**src/rtl/pwmdb_pkg.sv**
```systemverilog
// Constants shared by the PWM unit and its dead-band stage
package pwmdb_pkg;
  localparam int NGEN = 3;
  localparam int CNT_W = 16;
  localparam int DB_W = 12;
  localparam int OUT_N = 6;
  localparam int EV_N = 6;
  localparam int CTL_W = 6;
  localparam int GEN_W = 12;
  localparam int DATA_W = 32;
  localparam int ADDR_W = 8;
  // Global register byte offsets
  localparam logic [7:0] A_UPD = 8'h00;
  localparam logic [7:0] A_SYNC = 8'h04;
  localparam logic [7:0] A_ENABLE = 8'h08;
  localparam logic [7:0] A_INVERT = 8'h0c;
  localparam logic [7:0] A_FAULT = 8'h10;
  localparam logic [7:0] A_INTEN = 8'h14;
  localparam logic [7:0] A_STATUS = 8'h20;
  // Generator register offsets inside a 64-byte block
  localparam logic [5:0] O_CTL = 6'h00;
  localparam logic [5:0] O_INTEN = 6'h04;
  localparam logic [5:0] O_LOAD = 6'h10;
  localparam logic [5:0] O_COUNT = 6'h14;
  localparam logic [5:0] O_CMPA = 6'h18;
  localparam logic [5:0] O_CMPB = 6'h1c;
  localparam logic [5:0] O_GENA = 6'h20;
  localparam logic [5:0] O_GENB = 6'h24;
  localparam logic [5:0] O_DBCTL = 6'h28;
  localparam logic [5:0] O_DBRISE = 6'h2c;
  localparam logic [5:0] O_DBFALL = 6'h30;
  // Generator control bits; C_USYNC..+2 select synced update of load, A, B
  localparam int C_RUN = 0;
  localparam int C_MODE = 1;
  localparam int C_KEEP = 2;
  localparam int C_USYNC = 3;
  // Event bits
  localparam int E_ZERO = 0;
  localparam int E_LOAD = 1;
  localparam int E_AUP = 2;
  localparam int E_ADN = 3;
  localparam int E_BUP = 4;
  localparam int E_BDN = 5;
  localparam logic [5:0] EV_A_MASK = 6'h0c;
  localparam logic [5:0] EV_B_MASK = 6'h30;
  // Status bits
  localparam int S_FAULT = 0;
  localparam int S_DIR = 1;
  localparam int I_FAULT = 0;
  // Per-event output action
  typedef enum logic [1:0] {
    PWMDB_ACT_NONE = 2'h0,
    PWMDB_ACT_TOG = 2'h1,
    PWMDB_ACT_LOW = 2'h2,
    PWMDB_ACT_HIGH = 2'h3
  } pwmdb_act_t;
endpackage

```
**src/rtl/pwmdb_deadband.sv**
```systemverilog
// Dead-band stage: pass-through or complementary pair with edge delays
`timescale 1ns/1ps
module pwmdb_deadband #(
  parameter int DW = pwmdb_pkg::DB_W
) (
  input wire logic i_clk,
  input wire logic i_resetn,
  input wire logic i_en,
  input wire logic i_a,
  input wire logic i_b,
  input wire logic [DW-1:0] i_rise,
  input wire logic [DW-1:0] i_fall,
  output logic o_a,
  output logic o_b
);
  logic [DW-1:0] rc_q, fc_q;
  logic a_q, b_q;
  wire [DW-1:0] rc_d = !i_a ? '0 : (&rc_q ? rc_q : rc_q + 1'b1);
  wire [DW-1:0] fc_d = i_a ? '0 : (&fc_q ? fc_q : fc_q + 1'b1);
  wire a_d = i_en ? (i_a && rc_q >= i_rise) : i_a;
  wire b_d = i_en ? (!i_a && fc_q >= i_fall) : i_b;

  always_ff @(posedge i_clk or negedge i_resetn)
  begin
    if (!i_resetn)
    begin
      rc_q <= '0;
      fc_q <= '0;
      a_q <= 1'b0;
      b_q <= 1'b0;
    end
    else
    begin
      rc_q <= rc_d;
      fc_q <= fc_d;
      a_q <= a_d;
      b_q <= b_d;
    end
  end
  assign o_a = a_q;
  assign o_b = b_q;

  //////////////////////////////////////////////////////////////////////////////
  // Disabled passes through
  property p_db_pass;
    @(posedge i_clk) disable iff (!i_resetn)
    !i_en |=> o_a == $past(i_a) && o_b == $past(i_b);
  endproperty
  a_db_pass: assert property (p_db_pass) else $error("dead-band bypass differs");
  property p_db_fall;
    @(posedge i_clk) disable iff (!i_resetn)
    i_en && !i_a |=> !o_a;
  endproperty
  a_db_fall: assert property (p_db_fall) else $error("first output late to fall");
endmodule // pwmdb_deadband

```
**src/rtl/pwmdb_top.sv**
```systemverilog
// Three-generator PWM unit with counters, actions, dead-band and faults
`timescale 1ns/1ps
////////////////////////////////////////////////////////////////////////////////
// Functional notes
// - Three generators, 16-bit counter, two comparators
// - Down mode counts load to zero, reloads
// - Up/down mode bounces between zero and load
// - Direction low in down mode, tracks otherwise
// - Zero and load pulses; load follows zero
// - Match pulses, direction-qualified in up/down mode
// - Match above load never fires
// - Four events down, six events up/down
// - Matches ignored alongside zero or load
// - Coinciding matches: A drives first, B second
// - Per-event action: keep, toggle, low, high
// - Dead-band disabled passes both outputs unchanged
// - Dead-band first output delays rising edges
// - Second output inverted, delayed after falling edge
// - Any enabled event raises generator interrupt
// - Interrupts use raw events, not delayed
// - Global reset clears selected counters together
// - Immediate update applies at next zero
// - Synced update waits for global strobe
// - Update mode chosen per value per generator
// - Fault forces enabled outputs inactive, may interrupt
// - Stall: keep running or halt at zero
// - Output enable gating and optional inversion
module pwmdb_top #(
  parameter int CW = pwmdb_pkg::CNT_W,
  parameter int DW = pwmdb_pkg::DB_W
) (
  input wire logic i_clk,
  input wire logic i_resetn,
  input wire logic [pwmdb_pkg::ADDR_W-1:0] i_addr,
  input wire logic [pwmdb_pkg::DATA_W-1:0] i_wdata,
  input wire logic i_wr,
  input wire logic i_rd,
  output logic [pwmdb_pkg::DATA_W-1:0] o_rdata,
  input wire logic i_fault,
  input wire logic i_stall,
  output logic [pwmdb_pkg::OUT_N-1:0] o_pwm,
  output logic [pwmdb_pkg::NGEN-1:0] o_gen_irq,
  output logic o_fault_irq
);
  localparam int NG = pwmdb_pkg::NGEN;
  localparam int NO = pwmdb_pkg::OUT_N;
  localparam int DA = pwmdb_pkg::DATA_W;

  if (CW < 2 || CW > 16 || DW < 1 || DW > 16)
  begin : gen_bad_width
    $error("counter or delay width out of range");
  end

  function automatic logic act_fn(input logic cur, input logic [1:0] code);
    unique case (pwmdb_pkg::pwmdb_act_t'(code))
      pwmdb_pkg::PWMDB_ACT_NONE: act_fn = cur;
      pwmdb_pkg::PWMDB_ACT_TOG: act_fn = ~cur;
      pwmdb_pkg::PWMDB_ACT_LOW: act_fn = 1'b0;
      pwmdb_pkg::PWMDB_ACT_HIGH: act_fn = 1'b1;
    endcase
  endfunction

  //////////////////////////////////////////////////////////////////////////////
  // Global registers and bus decode
  logic [NO-1:0] en_q, inv_q, fen_q, pin_q;
  logic fint_q, f1_q, f2_q, f3_q, fault_q, firq_q;
  logic [DA-1:0] rdata_q;
  logic [DA-1:0] gen_rd [NG];
  wire [NO-1:0] raw;
  wire [NG-1:0] dirs;
  wire [1:0] blk = i_addr[7:6];
  wire [5:0] off = i_addr[5:0];
  wire gsel = blk == 2'h0;
  wire gwr = i_wr && gsel;
  wire [NG-1:0] gupd = (gwr && i_addr == pwmdb_pkg::A_UPD) ? i_wdata[NG-1:0] : '0;
  wire [NG-1:0] sreset = (gwr && i_addr == pwmdb_pkg::A_SYNC) ? i_wdata[NG-1:0] : '0;
  // Fault counts once the second and third stages agree
  wire fault_d = (f2_q == f3_q) ? f3_q : fault_q;
  wire [DA-1:0] glob_rd =
    i_addr == pwmdb_pkg::A_ENABLE ? DA'(en_q) :
    i_addr == pwmdb_pkg::A_INVERT ? DA'(inv_q) :
    i_addr == pwmdb_pkg::A_FAULT ? DA'(fen_q) :
    i_addr == pwmdb_pkg::A_INTEN ? DA'(fint_q) :
    i_addr == pwmdb_pkg::A_STATUS ? DA'({dirs, fault_q}) : '0;
  wire [1:0] gidx = blk - 2'h1;
  wire [DA-1:0] rd_mux = gsel ? glob_rd : gen_rd[gidx];
  wire [NO-1:0] safe = raw & ~({NO{fault_q}} & fen_q);
  wire [NO-1:0] pin_d = en_q & (safe ^ inv_q);

  always_ff @(posedge i_clk or negedge i_resetn)
  begin
    if (!i_resetn)
    begin
      en_q <= '0;
      inv_q <= '0;
      fen_q <= '0;
      fint_q <= 1'b0;
      f1_q <= 1'b0;
      f2_q <= 1'b0;
      f3_q <= 1'b0;
      fault_q <= 1'b0;
      firq_q <= 1'b0;
      pin_q <= '0;
      rdata_q <= '0;
    end
    else
    begin
      if (gwr && i_addr == pwmdb_pkg::A_ENABLE) en_q <= i_wdata[NO-1:0];
      if (gwr && i_addr == pwmdb_pkg::A_INVERT) inv_q <= i_wdata[NO-1:0];
      if (gwr && i_addr == pwmdb_pkg::A_FAULT) fen_q <= i_wdata[NO-1:0];
      if (gwr && i_addr == pwmdb_pkg::A_INTEN) fint_q <= i_wdata[pwmdb_pkg::I_FAULT];
      f1_q <= i_fault;
      f2_q <= f1_q;
      f3_q <= f2_q;
      fault_q <= fault_d;
      firq_q <= fault_d && !fault_q && fint_q;
      pin_q <= pin_d;
      rdata_q <= i_rd ? rd_mux : '0;
    end
  end
  assign o_pwm = pin_q;
  assign o_fault_irq = firq_q;
  assign o_rdata = rdata_q;

  property p_fault_force;
    @(posedge i_clk) disable iff (!i_resetn)
    fault_q && fen_q[0] && en_q[0] && !inv_q[0] |=> !o_pwm[0];
  endproperty
  a_fault_force: assert property (p_fault_force) else $error("fault did not force low");

  //////////////////////////////////////////////////////////////////////////////
  // Generator blocks
  // Three identical generators
  for (genvar g = 0; g < NG; g++)
  begin : gen_blk
    localparam logic [1:0] GI = 2'(g + 1);
    logic [pwmdb_pkg::CTL_W-1:0] ctl_q;
    logic [pwmdb_pkg::EV_N-1:0] inten_q, ev, eva, evb;
    logic [pwmdb_pkg::GEN_W-1:0] gena_q, genb_q;
    logic [DW-1:0] rise_q, fall_q;
    logic [CW-1:0] sh_q [3];
    logic [CW-1:0] act_q [3];
    logic [2:0] rdy_q, wait_q, rdy_d, wait_d, vwr, usync;
    logic [CW-1:0] cnt_q, cnt_d;
    logic dir_q, dir_d, hold_q, pa_q, pb_q, pa_d, pb_d, irq_q, db_q;
    wire wr = i_wr && blk == GI;
    wire at_zero = cnt_q == '0;
    wire at_load = cnt_q == act_q[0];
    // Reload takes a value applied at this same zero
    wire [CW-1:0] load_nx = (at_zero && rdy_q[0]) ? sh_q[0] : act_q[0];
    wire mode = ctl_q[pwmdb_pkg::C_MODE];
    wire run_ok = ctl_q[pwmdb_pkg::C_RUN] && !hold_q;
    // Stall halts at zero unless kept running
    wire adv = ctl_q[pwmdb_pkg::C_RUN]
      && !(i_stall && !ctl_q[pwmdb_pkg::C_KEEP] && at_zero);
    wire ma = cnt_q == act_q[1] && act_q[1] <= act_q[0];
    wire mb = cnt_q == act_q[2] && act_q[2] <= act_q[0];
    wire m_ok = run_ok && !at_zero && !at_load;

    assign vwr = {wr && off == pwmdb_pkg::O_CMPB, wr && off == pwmdb_pkg::O_CMPA,
                  wr && off == pwmdb_pkg::O_LOAD};
    assign usync = ctl_q[pwmdb_pkg::C_USYNC +: 3];
    assign rdy_d = (vwr & ~usync) | (wait_q & {3{gupd[g]}}) | (rdy_q & ~{3{at_zero}});
    assign wait_d = (vwr & usync) | (wait_q & ~{3{gupd[g]}});

    assign ev[pwmdb_pkg::E_ZERO] = run_ok && at_zero;
    assign ev[pwmdb_pkg::E_LOAD] = run_ok && at_load;
    assign ev[pwmdb_pkg::E_AUP] = m_ok && ma && dir_q;
    assign ev[pwmdb_pkg::E_ADN] = m_ok && ma && !dir_q;
    assign ev[pwmdb_pkg::E_BUP] = m_ok && mb && dir_q;
    assign ev[pwmdb_pkg::E_BDN] = m_ok && mb && !dir_q;
    wire both = |(ev & pwmdb_pkg::EV_A_MASK) && |(ev & pwmdb_pkg::EV_B_MASK);
    assign eva = ev & ~({pwmdb_pkg::EV_N{both}} & pwmdb_pkg::EV_B_MASK);
    assign evb = ev & ~({pwmdb_pkg::EV_N{both}} & pwmdb_pkg::EV_A_MASK);

    always_comb
    begin
      cnt_d = cnt_q;
      dir_d = mode ? dir_q : 1'b0;
      if (sreset[g])
      begin
        cnt_d = '0;
        dir_d = 1'b0;
      end
      else if (adv && !mode)
      begin
        cnt_d = at_zero ? load_nx : cnt_q - 1'b1;
      end
      else if (adv)
      begin
        dir_d = at_zero ? 1'b1 : (at_load ? 1'b0 : dir_q);
        if (load_nx == '0)
          cnt_d = '0;
        else
          cnt_d = dir_d ? cnt_q + 1'b1 : cnt_q - 1'b1;
      end
    end

    always_comb
    begin
      pa_d = pa_q;
      pb_d = pb_q;
      for (int e = 0; e < pwmdb_pkg::EV_N; e++)
      begin
        if (eva[e]) pa_d = act_fn(pa_d, gena_q[2*e +: 2]);
        if (evb[e]) pb_d = act_fn(pb_d, genb_q[2*e +: 2]);
      end
    end

    always_ff @(posedge i_clk or negedge i_resetn)
    begin
      if (!i_resetn)
      begin
        ctl_q <= '0;
        inten_q <= '0;
        gena_q <= '0;
        genb_q <= '0;
        db_q <= 1'b0;
        rise_q <= '0;
        fall_q <= '0;
        sh_q <= '{default: '0};
        act_q <= '{default: '0};
        rdy_q <= '0;
        wait_q <= '0;
        cnt_q <= '0;
        dir_q <= 1'b0;
        hold_q <= 1'b0;
        pa_q <= 1'b0;
        pb_q <= 1'b0;
        irq_q <= 1'b0;
      end
      else
      begin
        if (wr && off == pwmdb_pkg::O_CTL) ctl_q <= i_wdata[pwmdb_pkg::CTL_W-1:0];
        if (wr && off == pwmdb_pkg::O_INTEN) inten_q <= i_wdata[pwmdb_pkg::EV_N-1:0];
        if (wr && off == pwmdb_pkg::O_GENA) gena_q <= i_wdata[pwmdb_pkg::GEN_W-1:0];
        if (wr && off == pwmdb_pkg::O_GENB) genb_q <= i_wdata[pwmdb_pkg::GEN_W-1:0];
        if (wr && off == pwmdb_pkg::O_DBCTL) db_q <= i_wdata[0];
        if (wr && off == pwmdb_pkg::O_DBRISE) rise_q <= i_wdata[DW-1:0];
        if (wr && off == pwmdb_pkg::O_DBFALL) fall_q <= i_wdata[DW-1:0];
        for (int v = 0; v < 3; v++)
        begin
          if (vwr[v]) sh_q[v] <= i_wdata[CW-1:0];
          if (at_zero && rdy_q[v]) act_q[v] <= sh_q[v];
        end
        rdy_q <= rdy_d;
        wait_q <= wait_d;
        cnt_q <= cnt_d;
        dir_q <= dir_d;
        hold_q <= ctl_q[pwmdb_pkg::C_RUN] && !adv;
        pa_q <= pa_d;
        pb_q <= pb_d;
        irq_q <= |(ev & inten_q);
      end
    end

    pwmdb_deadband #(
      .DW(DW)
    ) u_db (
      .i_clk(i_clk),
      .i_resetn(i_resetn),
      .i_en(db_q),
      .i_a(pa_q),
      .i_b(pb_q),
      .i_rise(rise_q),
      .i_fall(fall_q),
      .o_a(raw[2*g]),
      .o_b(raw[2*g+1])
    );

    assign dirs[g] = dir_q;
    assign o_gen_irq[g] = irq_q;
    assign gen_rd[g] =
      off == pwmdb_pkg::O_CTL ? DA'(ctl_q) :
      off == pwmdb_pkg::O_INTEN ? DA'(inten_q) :
      off == pwmdb_pkg::O_LOAD ? DA'(sh_q[0]) :
      off == pwmdb_pkg::O_COUNT ? DA'(cnt_q) :
      off == pwmdb_pkg::O_CMPA ? DA'(sh_q[1]) :
      off == pwmdb_pkg::O_CMPB ? DA'(sh_q[2]) :
      off == pwmdb_pkg::O_GENA ? DA'(gena_q) :
      off == pwmdb_pkg::O_GENB ? DA'(genb_q) :
      off == pwmdb_pkg::O_DBCTL ? DA'(db_q) :
      off == pwmdb_pkg::O_DBRISE ? DA'(rise_q) :
      off == pwmdb_pkg::O_DBFALL ? DA'(fall_q) : '0;

    property p_down_reload;
      @(posedge i_clk) disable iff (!i_resetn)
      adv && !mode && at_zero && !sreset[g] |=> cnt_q == act_q[0];
    endproperty
    a_down_reload: assert property (p_down_reload) else $error("no reload at zero");
    property p_zero_load;
      @(posedge i_clk) disable iff (!i_resetn)
      ev[pwmdb_pkg::E_ZERO] && adv && !mode && act_q[0] != '0 && !sreset[g]
        && !(wr && off == pwmdb_pkg::O_CTL) |=> ev[pwmdb_pkg::E_LOAD];
    endproperty
    a_zero_load: assert property (p_zero_load) else $error("load pulse missing");
    property p_turn_down;
      @(posedge i_clk) disable iff (!i_resetn)
      adv && mode && at_load && !at_zero && !sreset[g] |=> cnt_q == CW'($past(cnt_q) - 1'b1);
    endproperty
    a_turn_down: assert property (p_turn_down) else $error("no turn at load");
    property p_dir_low;
      @(posedge i_clk) disable iff (!i_resetn)
      !mode && $past(!mode) |-> !dir_q;
    endproperty
    a_dir_low: assert property (p_dir_low) else $error("direction high in down mode");
    property p_no_match;
      @(posedge i_clk) disable iff (!i_resetn)
      act_q[1] > act_q[0] |-> !ev[pwmdb_pkg::E_AUP] && !ev[pwmdb_pkg::E_ADN];
    endproperty
    a_no_match: assert property (p_no_match) else $error("match above load");
    property p_sreset;
      @(posedge i_clk) disable iff (!i_resetn)
      sreset[g] |=> cnt_q == '0 && !dir_q;
    endproperty
    a_sreset: assert property (p_sreset) else $error("counter not cleared");
    property p_sync_hold;
      @(posedge i_clk) disable iff (!i_resetn)
      wait_q[0] && !rdy_q[0] && !gupd[g] |=> $stable(act_q[0]);
    endproperty
    a_sync_hold: assert property (p_sync_hold) else $error("synced load applied early");
    property p_irq;
      @(posedge i_clk) disable iff (!i_resetn)
      |(ev & inten_q) |=> o_gen_irq[g] ##1 (o_gen_irq[g] == $past(|(ev & inten_q)));
    endproperty
    a_irq: assert property (p_irq) else $error("interrupt missing");
  end
endmodule // pwmdb_top

```
**config.mk**
```make
export PLATFORM = sky130hd
export DESIGN_NAME = pwmdb_top
export DESIGN_NICKNAME = d
export VERILOG_FILES = /design/src/rtl/pwmdb_pkg.sv /design/src/rtl/pwmdb_deadband.sv /design/src/rtl/pwmdb_top.sv
export SDC_FILE = /design/constraint.sdc
export NUM_CORES = 2
export LEC_CHECK = 0
export BUFFER_PORTS_ARGS = -buffer_cell sky130_fd_sc_hd__buf_2
export CORE_MARGIN = 2
export CORE_UTILIZATION = 60
export DETAILED_ROUTE_END_ITERATION = 6
export HOLD_SLACK_MARGIN = 0.12
export PLACE_DENSITY = 0.78
export SYNTH_ARGS = -nofsm -noshare
export SYNTH_HDL_FRONTEND = slang
export SYNTH_SLANG_ARGS = --single-unit
```
**constraint.sdc**
```tcl
create_clock -name i_clk -period 12 [get_ports i_clk]
set_input_delay 2.4 -clock i_clk [delete_from_list [all_inputs] [get_ports i_clk]]
set_output_delay 2.4 -clock i_clk [all_outputs]
set_load 0.02 [all_outputs]
```
==> impl_metrics.tcl <==
set metrics [dict create \
    status "finished, final reports clean" \
    netlist_instances 3955 \
    synth_cell_types 92 \
    powerDensity_nw_per_um2 138 \
    cp_slowest_stage_delay_ps 960 \
    multi_input_area_um2 21100 \
    yosys_warnings 0 \
    vias 32455 \
    clkSinkCount 676 \
    hold_viol 0 \
    holdPathStages 0 \
    fin_skew_ps 31.6 \
    cp.depth 10 \
    fmax_ghz 0.168 \
    maxCapViolations 0 \
    regToRegEndpoint "gen_blk[0].cnt_q[14]" \
    cp_max_fo 43 \
    critPathTopFamily "simple AND/OR/NAND/NOR gates" \
    cts-hold-fix-buffers 0 \
    drive_gt1_share_pct 18.0 \
    p_sw_w 0.00179 \
    min_to "f2_q" \
    max-slew-margin-rel_pct 21.0 \
    synth_async_sr_flop_share_pct 100 \
    die_h_um 261 \
    grt_max_degree 188 \
    seq_area_frac_synth_pct 42.6 \
    swShare_pct 30.1 \
    avgSynthCellArea_um2 10.0 \
    min_path_type "reg2reg" \
    cts_tree "yes" \
    clkTransAtPathRegs_ps 60 \
    core_area_um2 65600 \
    crit_path_cell_trace "buf_2 -> buf_4 -> nor2b_2 -> nand2_1 -> nor2_1 -> a41oi_1 -> a21oi_1 -> a22oi_1 -> a221oi_1 -> nor3b_1" \
    gp_congestion 0.995 \
    slowest_stage "nor2b_2" \
    ios 88 \
    pwr-share-clk_pct 40.4 \
    min_period_ps 5940 \
    synthesis.area_um2 39700 \
    htreeDepth 3 \
    grt_pass1_vias 30913 \
    synth-edff-count 0 \
    firstDrtPassIters 6 \
    ys_ff_latch 676 \
    fin_crit_sh_pct 49.5 \
    vias_per_cell 6.74 \
    seqCellArea_um2 16900 \
    wirelength_um 124000 \
    nNetsFinal 4125 \
    ant_nets 0 \
    arrival_ps 6420 \
    setup-tns-final_ps 0 \
    portBuffers 55 \
    crit_required_ps 12480 \
    end_kind "register" \
    track_usage_pct 36.3 \
    seqPwrFrac_pct 45.1 \
    worst_pin_slew_ps 1180 \
    rsz0062_at_grt "no" \
    clk_latency_ps 650 \
    worst_r2r_path_depth 12 \
    synth-main-ff-cell "dfrtp_1" \
    peakVddDrop_mv 0.130 \
    wl_per_cell_um 25.7 \
    root_buffer "clkbuf_16" \
    nFillCells 5232 \
    power.leakage_nw 20.5 \
    internal-power_w 0.00415 \
    startpoint_type "input pin" \
    placementRows 94 \
    cts_buffer_depth 3 \
    area_growth_pct 8.36 \
    grt_pass1_wl_um 189000 \
    postCtsSetupBuffers 0 \
    r2r_slack_ps 6620 \
    critPathKind "in2reg" \
    dp_hpwl_um 86100 \
    hp-start "f1_q" \
    overflow 0 \
    path_buf_inv 2 \
    antenna_found_initial 2 \
    dr.first_iter.drc_count 4298 \
    p_total_w 0.00594 \
    post_cts_resize_count 0 \
    die_area_um2 68200 \
    drc_errors 0 \
    die_w_um 261 \
    combPwrFrac_pct 14.5 \
    start_util_pct 60.5 \
    setup-violations-final 0 \
    timing.rr.start "gen_blk[0].cnt_q[0]" \
    cts_buffers 76 \
    slew_violations 0 \
]
[cell type report]
type / count / share of cell area, %
multi-input cells: 2850 / 49.0
flip-flops and latches: 676 / 39.3
clock buffers: 107 / 4.95
well taps: 864 / 2.51
repair buffers: 106 / 1.61
inverters: 182 / 1.59
clock inverters: 29 / 0.943
diodes: 1 / 0.00582
[metrics by stage]
stage	setup slack [ps]	cells	hold slack (ps)	cell area [µm²]	utilization, %
global placement	5860	4678	335	40500	61.7
finish	6060	4815	351	43000	65.5
CTS	6470	4814	352	43000	65.5
floorplan	7160	3970	331	39700	-
detailed placement	5830	4678	340	40500	61.7
global route	6180	4814	365	43000	65.5
[how the worst max path moves through the flow]
stage | startpoint | end | slack [ps]
after floorplan | i_addr[6] | gen_blk[2].cnt_q[7] | 7160
after global placement | i_addr[2] | o_rdata[4] | 5860
after detailed placement | i_addr[2] | o_rdata[4] | 5830
after CTS | i_addr[2] | o_rdata[4] | 6470
after global routing | i_addr[2] | o_rdata[4] | 6180
final | i_addr[2] | o_rdata[4] | 6060
[cells in the final DEF, fill, tap and decap left out, types with 20 or more instances in the layout]
cell type / n
o22ai_1: 27
xnor2_1: 111
a21o_1: 53
o211ai_1: 24
mux2_2: 444
and3_1: 35
a21oi_1: 172
buf_4: 49
mux2i_1: 68
a211oi_1: 28
a22oi_1: 74
inv_1: 182
nor4_1: 47
nor3_1: 74
and2_1: 29
a31oi_1: 29
nand2b_1: 22
nand3_1: 93
nor2b_1: 22
xor2_1: 129
a221oi_1: 39
clkbuf_16: 76
o21ai_0: 189
nor2_1: 266
dfrtp_1: 676
nand2_1: 288
buf_2: 54
or3_1: 27
ha_1: 186
clkbuf_1: 20
nand4_1: 66
[cells in the mapped netlist, drive strengths merged (27+ instances only)]
cell type,number,area [µm²]
o22ai,27,169
dfrtp,676,16900
clkbuf,205,769
o21ai,193,966
and3,35,219
xnor2,111,972
nand3,93,465
inv,182,683
buf,57,324
nand4,66,413
a221oi,40,368
nor2,271,1020
a211oi,29,230
a21o,53,398
nand2,288,1080
a31oi,30,194
a22oi,74,556
a21oi,172,861
and2,30,188
xor2,129,1130
nor3,77,390
mux2i,68,681
ha,187,2340
mux2,444,5000
or3,27,169
nor4,50,334
[power by group through the flow]
| stage | Combinational [W] | Clock, W | Sequential, W |
|---|---|---|---|
| after CTS | 0.000841 | 0.00242 | 0.00267 |
| final | 0.000859 | 0.00240 | 0.00268 |
| after global routing | 0.000943 | 0.00250 | 0.00269 |
| after global placement | 0.000811 | 0 | 0.00270 |
| after floorplan | 0.000708 | 0 | 0.00251 |
| after detailed placement | 0.000832 | 0 | 0.00271 |
[cell families (layout without fill, tap and decap cells)]
family          after synthesis  count (layout)  synth area share, %
other cells                   1              17              0.00945
compound gates              836             836                 14.2
mux                         514             514                 14.4
xor+xnor                    240             240                 5.30
flops                       676             676                 42.6
fa+ha+maj                   188             188                 5.92
buf+inv                     444             424                 4.48
simple gates               1056            1056                 13.0
[sequential cells by signal, indices dropped and copies added (netlist names), 6 cells and up]
signal	count
gen_blk.u_db.rc_q	36
gen_blk.cnt_q	48
o_pwm	6
inv_q	6
gen_blk.ctl_q	18
gen_blk.sh_q	144
gen_blk.rdy_q	9
gen_blk.gena_q	36
gen_blk.genb_q	36
gen_blk.act_q	144
o_rdata	16
gen_blk.rise_q	36
gen_blk.fall_q	36
en_q	6
fen_q	6
gen_blk.inten_q	18
gen_blk.wait_q	9
gen_blk.u_db.fc_q	36
[per-layer routing]
metal / wire length [µm] / GRT usage [%] / vias to the layer above
li1: - / - / 14203
met1: 51400 / 52.3 / 15945
met2: 51700 / 51.5 / 1912
met3: 14400 / 9.07 / 391
met4: 6190 / 16.8 / 4
met5: 25 / 0.347 / -
Power figures use the tool's default switching activity.
